--- src/design/iaa_defs.vh ---
// constants for the immediate and accumulator adder execution block
`ifndef IAA_DEFS_VH
`define IAA_DEFS_VH

// ****************************************
// register offsets (byte addresses)
// ****************************************
`define IAA_OFF_INSTR 12'h000
`define IAA_OFF_STATUS 12'h004
`define IAA_OFF_CONFIG 12'h008
`define IAA_OFF_ACC_MAIN 12'h00C
`define IAA_OFF_ACC_ALT 12'h010
`define IAA_OFF_PTR_BASE 12'h040
`define IAA_OFF_REG_BASE 12'h080

// ****************************************
// instruction fields
// ****************************************
`define IAA_OPC_MSB 15
`define IAA_OPC_LSB 12
`define IAA_OPC_ADD 4'h0
`define IAA_OPC_ACCUMULATOR_SUM_OP 4'h1
`define IAA_IMM_MSB 11
`define IAA_IMM_LSB 4
`define IAA_LREG_MSB 3
`define IAA_LREG_LSB 0
`define IAA_IDX_BIT 11
`define IAA_SRC_MSB 10
`define IAA_SRC_LSB 6
`define IAA_DST_MSB 4
`define IAA_DST_LSB 0
`define IAA_MODE_MSB 5
`define IAA_MODE_LSB 4
`define IAA_PTR_MSB 1
`define IAA_PTR_LSB 0

// index modes
`define IAA_MODE_POSTDEC 2'h0
`define IAA_MODE_NOCHG 2'h1
`define IAA_MODE_POSTINC 2'h2
`define IAA_MODE_PREINC 2'h3

// ****************************************
// status and config fields
// ****************************************
`define IAA_ST_BUSY 0
`define IAA_ST_ILLEGAL 1
`define IAA_ST_FLAG_LSB 4
`define IAA_CFG_BANK 0
`define IAA_CFG_WAIT_LSB 1

// ****************************************
// reset values and timing
// ****************************************
`define IAA_RST_BYTE 8'h00
`define IAA_RST_PTR 16'h0000
`define IAA_RST_FLAGS 4'h0
`define IAA_T_ADD 4'h2
`define IAA_T_ACCUMULATOR_SUM_OP_REG 4'h2
`define IAA_T_ACCUMULATOR_SUM_OP_MEM 4'h3

`endif

--- src/design/iaa_adder.v ---
// eight bit adder with negative, zero, carry and overflow flags
`timescale 1ns/10ps
module iaa_adder #(
  parameter W = 8
) (
  // operands
  input wire [W-1:0] opa,
  input wire [W-1:0] opb,
  // result
  output wire [W-1:0] sum,
  output wire [3:0] flags
);
  wire [W:0] full;
  wire neg;
  wire zero;
  wire ovf;

  // unsigned and two's complement operands share one adder
  assign full = {1'b0, opa} + {1'b0, opb};
  assign sum = full[W-1:0];
  assign neg = full[W-1];
  assign zero = (full[W-1:0] == {W{1'b0}});
  assign ovf = (opa[W-1] == opb[W-1]) && (full[W-1] != opa[W-1]);
  // flag order n z c v
  assign flags = {neg, zero, full[W], ovf};
endmodule // iaa_adder

--- src/design/iaa_top.v ---
// execution logic for the immediate-sum and accumulator-sum instructions
//
// Implementation choices: the register offsets and the APB slave port.
`timescale 1ns/10ps
`include "iaa_defs.vh"
module iaa_top #(
  parameter ADDR_W = 12,
  parameter NREG = 32,
  parameter NPTR = 4
) (
  // clock, reset, enable
  input wire clock,
  input wire rst,
  input wire ce,
  // apb slave
  input wire psel,
  input wire penable,
  input wire pwrite,
  input wire [ADDR_W-1:0] paddr,
  input wire [31:0] pwdata,
  output wire pready,
  output reg [31:0] prdata,
  output reg pslverr,
  // data memory write port
  output reg [15:0] dmem_addr_q,
  output reg [7:0] dmem_wdata_q,
  output wire dmem_we
);
  // ****************************************
  // states and decode helpers
  // ****************************************
  localparam ST_IDLE = 2'b01;
  localparam ST_RUN = 2'b10;

  function is_add;
    input [15:0] ins;
    begin
      is_add = (ins[`IAA_OPC_MSB:`IAA_OPC_LSB] == `IAA_OPC_ADD);
    end
  endfunction

  function is_accumulator_sum_op;
    input [15:0] ins;
    begin
      is_accumulator_sum_op = (ins[`IAA_OPC_MSB:`IAA_OPC_LSB] == `IAA_OPC_ACCUMULATOR_SUM_OP);
    end
  endfunction

  // ****************************************
  // storage
  // ****************************************
  reg [7:0] regs_q [0:NREG-1];
  reg [15:0] ptr_q [0:NPTR-1];
  reg [7:0] acc_main_q;
  reg [7:0] acc_alt_q;
  reg bank_q;
  reg [1:0] wait_q;
  reg [3:0] flags_q;
  reg illegal_q;
  reg [15:0] instr_q;
  reg [1:0] state_q;
  reg [3:0] cnt_q;
  reg [7:0] result_q;
  reg [3:0] res_flags_q;

  // ****************************************
  // apb decode
  // ****************************************
  wire setup = psel && !penable;
  wire access = psel && penable;
  wire wr = access && pwrite;
  wire busy = (state_q == ST_RUN);
  wire [ADDR_W-1:0] off = {paddr[ADDR_W-1:2], 2'b00};
  wire hit_instr = (off == `IAA_OFF_INSTR);
  wire hit_status = (off == `IAA_OFF_STATUS);
  wire hit_config = (off == `IAA_OFF_CONFIG);
  wire hit_accm = (off == `IAA_OFF_ACC_MAIN);
  wire hit_acca = (off == `IAA_OFF_ACC_ALT);
  wire hit_ptr = ({off[ADDR_W-1:4], 4'h0} == `IAA_OFF_PTR_BASE);
  wire hit_reg = ({off[ADDR_W-1:7], 7'h00} == `IAA_OFF_REG_BASE);
  wire [1:0] ptr_sel = paddr[3:2];
  wire [4:0] reg_sel = paddr[6:2];
  wire mapped = hit_instr || hit_status || hit_config || hit_accm ||
                hit_acca || hit_ptr || hit_reg;
  // state that the running instruction reads or writes is locked while busy
  wire locked = hit_instr || hit_config || hit_accm || hit_acca ||
                hit_ptr || hit_reg;
  wire err_now = !mapped || (pwrite && busy && locked);
  // the verdict taken in the setup cycle decides the access, so the
  // reported error and the effect agree, except that a write with ce low in the access cycle is dropped without an error
  wire wr_ok = wr && ce && !pslverr;

  assign pready = 1'b1;

  // ****************************************
  // instruction issue and operands
  // ****************************************
  wire [15:0] new_ins = pwdata[15:0];
  wire issue = wr_ok && hit_instr;
  wire ins_add = is_add(new_ins);
  wire ins_accumulator_sum_op = is_accumulator_sum_op(new_ins);
  wire ins_idx = new_ins[`IAA_IDX_BIT];
  // only the low four register bits exist for the immediate form
  wire [4:0] lreg;
  assign lreg = {1'b0, new_ins[`IAA_LREG_MSB:`IAA_LREG_LSB]};
  wire [4:0] src = new_ins[`IAA_SRC_MSB:`IAA_SRC_LSB];
  wire [7:0] imm = new_ins[`IAA_IMM_MSB:`IAA_IMM_LSB];
  wire [7:0] acc_act = bank_q ? acc_alt_q : acc_main_q;
  wire [7:0] op_a = ins_add ? regs_q[lreg] : regs_q[src];
  wire [7:0] op_b = ins_add ? imm : acc_act;
  wire [7:0] sum;
  wire [3:0] sum_flags;

  iaa_adder #(
    .W(8)
  ) u_adder (
    .opa(op_a),
    .opb(op_b),
    .sum(sum),
    .flags(sum_flags)
  );

  // t-state count of the new instruction plus wait states
  wire [3:0] t_base = ins_add ? `IAA_T_ADD :
                      ins_idx ? `IAA_T_ACCUMULATOR_SUM_OP_MEM :
                      `IAA_T_ACCUMULATOR_SUM_OP_REG;
  wire [3:0] t_total = t_base + {2'b00, wait_q};

  // ****************************************
  // sequencer
  // ****************************************
  wire last = busy && (cnt_q == 4'h0);
  wire run_add = is_add(instr_q);
  wire run_idx = is_accumulator_sum_op(instr_q) && instr_q[`IAA_IDX_BIT];
  wire [1:0] run_mode = instr_q[`IAA_MODE_MSB:`IAA_MODE_LSB];
  wire [1:0] run_ptr = instr_q[`IAA_PTR_MSB:`IAA_PTR_LSB];
  wire [4:0] run_dst = run_add ?
    {1'b0, instr_q[`IAA_LREG_MSB:`IAA_LREG_LSB]} :
    instr_q[`IAA_DST_MSB:`IAA_DST_LSB];
  wire commit_reg = last && !run_idx;
  wire [15:0] cur_ptr = ptr_q[new_ins[`IAA_PTR_MSB:`IAA_PTR_LSB]];
  wire [1:0] new_mode = new_ins[`IAA_MODE_MSB:`IAA_MODE_LSB];

  // memory write strobe sits in the final t-state
  assign dmem_we = last && run_idx && ce;

  always @(posedge clock or posedge rst) begin
    if (rst) begin
      state_q <= ST_IDLE;
      cnt_q <= 4'h0;
      instr_q <= 16'h0000;
      result_q <= `IAA_RST_BYTE;
      res_flags_q <= `IAA_RST_FLAGS;
      dmem_addr_q <= `IAA_RST_PTR;
      dmem_wdata_q <= `IAA_RST_BYTE;
    end else if (ce) begin
      case (state_q)
        ST_IDLE: begin
          if (issue && (ins_add || ins_accumulator_sum_op)) begin
            state_q <= ST_RUN;
            cnt_q <= t_total - 4'h1;
            instr_q <= new_ins;
            result_q <= sum;
            res_flags_q <= sum_flags;
            dmem_wdata_q <= sum;
            // pre-increment addresses the advanced pointer
            if (new_mode == `IAA_MODE_PREINC) begin
              dmem_addr_q <= cur_ptr + 16'h0001;
            end else begin
              dmem_addr_q <= cur_ptr;
            end
          end
        end
        ST_RUN: begin
          if (cnt_q == 4'h0) begin
            state_q <= ST_IDLE;
          end else begin
            cnt_q <= cnt_q - 4'h1;
          end
        end
        default: begin
          state_q <= ST_IDLE;
        end
      endcase
    end
  end

  // ****************************************
  // flags, control and status
  // ****************************************
  always @(posedge clock or posedge rst) begin
    if (rst) begin
      flags_q <= `IAA_RST_FLAGS;
      illegal_q <= 1'b0;
      bank_q <= 1'b0;
      wait_q <= 2'b00;
      acc_main_q <= `IAA_RST_BYTE;
      acc_alt_q <= `IAA_RST_BYTE;
    end else if (ce) begin
      if (last) begin
        flags_q <= res_flags_q;
      end
      // a new illegal issue wins over a clear in the same cycle
      if (issue && !ins_add && !ins_accumulator_sum_op) begin
        illegal_q <= 1'b1;
      end else if (wr_ok && hit_status && pwdata[`IAA_ST_ILLEGAL]) begin
        illegal_q <= 1'b0;
      end
      if (wr_ok && hit_config) begin
        bank_q <= pwdata[`IAA_CFG_BANK];
        wait_q <= pwdata[`IAA_CFG_WAIT_LSB+1:`IAA_CFG_WAIT_LSB];
      end
      if (wr_ok && hit_accm) begin
        acc_main_q <= pwdata[7:0];
      end
      if (wr_ok && hit_acca) begin
        acc_alt_q <= pwdata[7:0];
      end
    end
  end

  // ****************************************
  // register file and index pointers
  // ****************************************
  genvar gi;
  generate
    for (gi = 0; gi < NREG; gi = gi + 1) begin : g_reg
      always @(posedge clock or posedge rst) begin
        if (rst) begin
          regs_q[gi] <= `IAA_RST_BYTE;
        end else if (ce) begin
          if (commit_reg && (run_dst == gi)) begin
            regs_q[gi] <= result_q;
          end else if (wr_ok && hit_reg && (reg_sel == gi)) begin
            regs_q[gi] <= pwdata[7:0];
          end
        end
      end
    end
    for (gi = 0; gi < NPTR; gi = gi + 1) begin : g_ptr
      always @(posedge clock or posedge rst) begin
        if (rst) begin
          ptr_q[gi] <= `IAA_RST_PTR;
        end else if (ce) begin
          if (last && run_idx && (run_ptr == gi)) begin
            case (run_mode)
              `IAA_MODE_POSTDEC: begin
                ptr_q[gi] <= ptr_q[gi] - 16'h0001;
              end
              `IAA_MODE_POSTINC: begin
                ptr_q[gi] <= ptr_q[gi] + 16'h0001;
              end
              `IAA_MODE_PREINC: begin
                ptr_q[gi] <= ptr_q[gi] + 16'h0001;
              end
              default: begin
                ptr_q[gi] <= ptr_q[gi];
              end
            endcase
          end else if (wr_ok && hit_ptr && (ptr_sel == gi)) begin
            ptr_q[gi] <= pwdata[15:0];
          end
        end
      end
    end
  endgenerate

  // ****************************************
  // read data, captured in the setup cycle
  // ****************************************
  reg [31:0] rd_mux;

  always @* begin
    rd_mux = 32'h00000000;
    if (hit_instr) begin
      rd_mux = {16'h0000, instr_q};
    end else if (hit_status) begin
      rd_mux = {24'h000000, flags_q, 2'b00, illegal_q, busy};
    end else if (hit_config) begin
      rd_mux = {29'h00000000, wait_q, bank_q};
    end else if (hit_accm) begin
      rd_mux = {24'h000000, acc_main_q};
    end else if (hit_acca) begin
      rd_mux = {24'h000000, acc_alt_q};
    end else if (hit_ptr) begin
      rd_mux = {16'h0000, ptr_q[ptr_sel]};
    end else if (hit_reg) begin
      rd_mux = {24'h000000, regs_q[reg_sel]};
    end
  end

  always @(posedge clock or posedge rst) begin
    if (rst) begin
      prdata <= 32'h00000000;
      pslverr <= 1'b0;
    end else if (ce) begin
      if (setup) begin
        prdata <= pwrite ? 32'h00000000 : rd_mux;
        pslverr <= err_now;
      end
    end
  end
endmodule // iaa_top
--- config.mk ---
export PLATFORM = sky130hd
export DESIGN_NAME = iaa_top
export DESIGN_NICKNAME = d
export VERILOG_FILES = /design/src/design/iaa_adder.v /design/src/design/iaa_top.v
export VERILOG_INCLUDE_DIRS = /design/src /design/src/design
export SDC_FILE = /design/constraint.sdc
export NUM_CORES = 2
export LEC_CHECK = 0
export ABC_AREA = 1
export ABC_CLOCK_PERIOD_IN_PS = 44100
export BUFFER_PORTS_ARGS = -buffer_cell sky130_fd_sc_hd__buf_2
export CAP_MARGIN = 20
export CORE_MARGIN = 8
export CORE_UTILIZATION = 45
export CTS_CLUSTER_DIAMETER = 80
export DETAILED_ROUTE_END_ITERATION = 16
export RECOVER_POWER = 25
export SYNTH_ARGS = -nofsm -noshare
export SYNTH_HDL_FRONTEND = slang
export SYNTH_HIERARCHICAL = 1
export SYNTH_SLANG_ARGS = --single-unit
--- constraint.sdc ---
create_clock -name clock -period 44.1 [get_ports clock]
set_input_delay 8.82 -clock clock [delete_from_list [all_inputs] [get_ports clock]]
set_output_delay 8.82 -clock clock [all_outputs]
set_load 0.01 [all_outputs]
======== Word-level counts from Yosys, hierarchy flattened ========
Cells that the tools add are included.
Widths: inputs -> output; s select.
storage, ports and cells
  bits in registers ....................... 427
cells by class
  $add $sub $neg .......................... 13
  order comparisons ....................... 5
  equality and inequality tests ........... 90
  muxes and demuxes ....................... 114
  bitwise gates (word level) .............. 5
  reduce and logical (&&, ||, !) cells .... 209
operator list
  cell                   count
  $mux 8                 74
  $mux 16                19
  $eq 5x5->1 const B     32
  $pmux 16 s2            4
  $bmux 8 s5             3
  $logic_and 1x1->1      96
  $add 16x1->16 const B  5
  $eq 5x4->1 const B     16
  $reduce_and 2->1       38
  $reduce_bool 2->1      38
  $bmux 16 s2            2
  $sub 16x1->16 const B  4
  $eq 5x3->1 const B     8
  $mux 32                1
  $eq 10x2->1 const B    2
  $eq 5x2->1 const B     4
  $ge 6x6->1 const B     3
  $reduce_and 3->1       6
  $eq 2x2->1 const B     8
  $eq 5x1->1 const B     3
  $logic_or 1x1->1       13
  $logic_not 12->1       1
  $logic_not 4->1        3
  $ne 3x2->1 const B     4
  29 further kinds       49

======== Depth between registers and ports, before layout ========
  depth in word-level cells ............... 12
  mapped depth ............................ 24
  mapped depth without buffers ............ 21

======== Modules after synthesis ========
The synthesis kept the hierarchy.
modules (own cells, without submodules)
  module     instances  cells an instance  area each (sq um)  seq. area each (sq um)
  iaa_top    1          4,565              30,391.6           10,286.1
  iaa_adder  1          85                 521.8              0.0

======== Worst setup path before layout ========
Ideal clock, no wire load.
  path type ............................... input -> output
  start ................................... input port ce
  end ..................................... output port dmem_we
  arrival ................................. 9.652 ns
  setup slack ............................. 25.628 ns
  stages on the path ...................... 4
  buffers on the path ..................... 2
  cell sequence ........................... buf_2 buf_2 nand3_1 nor2_1
on the way
  cells in the longest elaborated chain, start to end .. 1
ends and longest elaborated chain
  element             RTL line       text
  start: declaration  iaa_top.v:14   input wire ce,
  $logic_and 1x1->1   iaa_top.v:145  assign dmem_we = last && run_idx && ce;
  end: declaration    iaa_top.v:27   output wire dmem_we
No other way between the ends.

======== Final worst setup path ========
Ends and elaborated chain as after synthesis.

==> results.cfg <==
[final_layout]
design_area_um2 = 33100
final_cells = 5442
area_growth_pct = 6.95
final_cell_mix = 1259 x nand2_1, 753 x o21ai_0, 409 x dfrtp_1, 340 x inv_1, 310 x nor2_1
drive_gt1_share_pct = 9.13
num-nets-final = 4584
layout_commonest_cell = nand2_1

[synth]
yosysWarnings = 6
syn_inst = 4650
synth-seq-area-share_pct = 33.3
synthDistinctLibCells = 68
ys_ff_latch = 411
netlist_area_um2 = 30900
ys.flop_type = dfrtp_1
synth_edf_count = 0
synth-async-reset-ratio_pct = 100
avgSynthCellArea_um2 = 6.65

[floorplanning]
die_w_um = 278
start_util_pct = 45.2
num_io_pins = 109
fp.dieArea_um2 = 77300
die_y_um = 278
coreArea_um2 = 68300
rows = 96

[route]
antenna_left = 0
wl_mm = 132
viasPerCell = 6.05
vias = 32900
drc = 0
drtIter0Drc = 4709
dr.pass1.iters = 5
wl_per_cell_um = 24.2

[clock_tree]
clock_latency_ns = 0.62
htreeDepth = 2
hold_buffers = 0
post_cts_buffers = 0
cts_resized = 0
root_buffer = clkbuf_16
cts.sinks = 411
cts_tree = built
clockBufferDepth = 3
clkTransAtPathRegs_ns = 0.06
cts_made_buffers = 51

[sta]
setup_violations = 0
max_freq_ghz = 0.0466
hold_violations = 0
fin_crit_ns = 21.45
max_slew_margin_pct = -431
rsz0062_at_grt = false
slew_viol_final = 350
fin_ws_ns = 22.65
fin_skew_ns = 0.0179
fin_tns_setup_ns = 0
tightest_slew_ns = 7.97
min_period_over_period_pct = 48.6

[critical_path]
cp_top_family = buffers and inverters
cp_common_cell = buf_2
path_cells = buf_2, clkbuf_1, nand3_1, nor2_1, buf_2
cpPeakStageDelay_ns = 2.18
crit_path_start_kind = input port
critPathBufInv = 3
path_max_fanout = 37
endpoint_kind = output port
crit_slowest_cell = clkbuf_1
critPathKind = in2out
critical_path_arrival_ns = 12.63
critical_path_required_ns = 35.28

[power]
ir_drop_v = 0.0000401
powerDensity_nw_per_um2 = 29.5
p_leak_nw = 14.2

[placement]
dp_hpwl_mm = 85.3
dp_cells = 5341
dp_slack_ns = 24.98
place.gp.congestion = 0.981
placed_cell_area_um2 = 31300
numPortBuffers = 73

[global_routing]
grt_pass1_vias = 29700
antenna_found_initial = 2
grt_pass1_wl_mm = 195
grt_max_degree = 141
grt.overflow.total = 0
grt_util_all_layers_pct = 32.6

[min_path]
holdCritPathClass = reg2reg

[outcome]
failed_checks = capacitance limit, slew limit
status = complete, but fails checks

[run]
maxCapViolations = 4
==> registers in the layout, indices dropped and copies added (netlist names), 4 cells and up <==
| register | flops |
|---|---|
| regs_q | 256 |
| acc_alt_q | 8 |
| prdata | 16 |
| instr_q | 16 |
| acc_main_q | 8 |
| dmem_addr_q | 16 |
| res_flags_q | 4 |
| flags_q | 4 |
| result_q | 8 |
| ptr_q | 64 |
| cnt_q | 4 |
==> Yosys cell counts (34+ instances only) <==
cell	instances	area (µm²)
nand2_1	1260	4730
o21ai_0	753	3770
dfrtp_1	410	10300
inv_1	344	1290
nor2_1	313	1170
a21oi_1	305	1530
nand3_1	193	966
clkbuf_1	180	676
o21ai_1	150	751
buf_2	84	420
o211ai_1	75	563
xnor2_1	51	447
o21ai_2	50	438
o22ai_1	50	313
buf_4	38	285
a41oi_1	34	298
==> report_power, final <==
| group | switching, mW | total (mW) | internal, mW |
|---|---|---|---|
| combinational | 0.102 | 0.134 | 0.0324 |
| sequential | 0.00794 | 0.397 | 0.389 |
| clock | 0.185 | 0.446 | 0.261 |
| total | 0.295 | 0.976 | 0.682 |
==> metal layers <==
layer | routed length [µm] | track usage [%]
met5 | 13 | 0
met4 | 6390 | 15.4
met3 | 16500 | 8.80
met2 | 53500 | 46.0
met1 | 55200 | 45.9
==> worst min-delay path: stages (launching register included) <==
cell     delay [ns]
dfrtp_1        0.34
nand2_1        0.06
inv_1          0.04
==> final timing paths <==
path                                   from  slack [ns]     endpoint  depth (start not counted)
max in group asynchronous               rst       23.72   instr_q[5]                          3
worst max register to register     cnt_q[0]       40.45    ptr_q[21]                         12
worst min-delay path            instr_q[13]        0.47  instr_q[13]                          2
worst min register to register  instr_q[13]        0.47  instr_q[13]                          2
min in group asynchronous               rst        9.89    regs_q[6]                          2
worst max-delay path                     ce       22.65      dmem_we                          5
==> logic make-up (layout without fill, tap and decap cells) <==
family / Yosys count / after routing / synth area share, %
AOI/OAI and AO/OA: 1499 / 1499 / 27.2
muxes: 1 / 1 / 0.0364
xor gates and xnor gates: 77 / 77 / 2.18
and+or+nand+nor: 1931 / 1931 / 26.6
other: 2 / 19 / 0.0243
buffers and inverters: 711 / 604 / 9.92
DFF: 411 / 411 / 33.3
adders and majority gates: 18 / 18 / 0.753
==> stage by stage <==
stage / utilization (%) / total power [mW] / hold slack (ns)
finish: 48.4 / 0.976 / 0.471
floorplan: - / 0.487 / 0.436
global route: 48.4 / 1.00 / 0.499
detailed placement: 45.8 / 0.532 / 0.453
CTS: 48.3 / 0.976 / 0.469
global placement: 45.8 / 0.531 / 0.450
==> area by class of cell <==
| type | count | area [µm²] |
|---|---|---|
| timing repair buffer | 139 | 890 |
| clock inverter | 14 | 163 |
| sequential | 411 | 10300 |
| inverter | 370 | 1400 |
| fill | 7020 | 35300 |
| clock buffer | 81 | 1570 |
| antenna | 2 | 5.00 |
| tap | 882 | 1100 |
| multi-input combinational | 3543 | 17600 |
(Power assumes the default switching activity.)
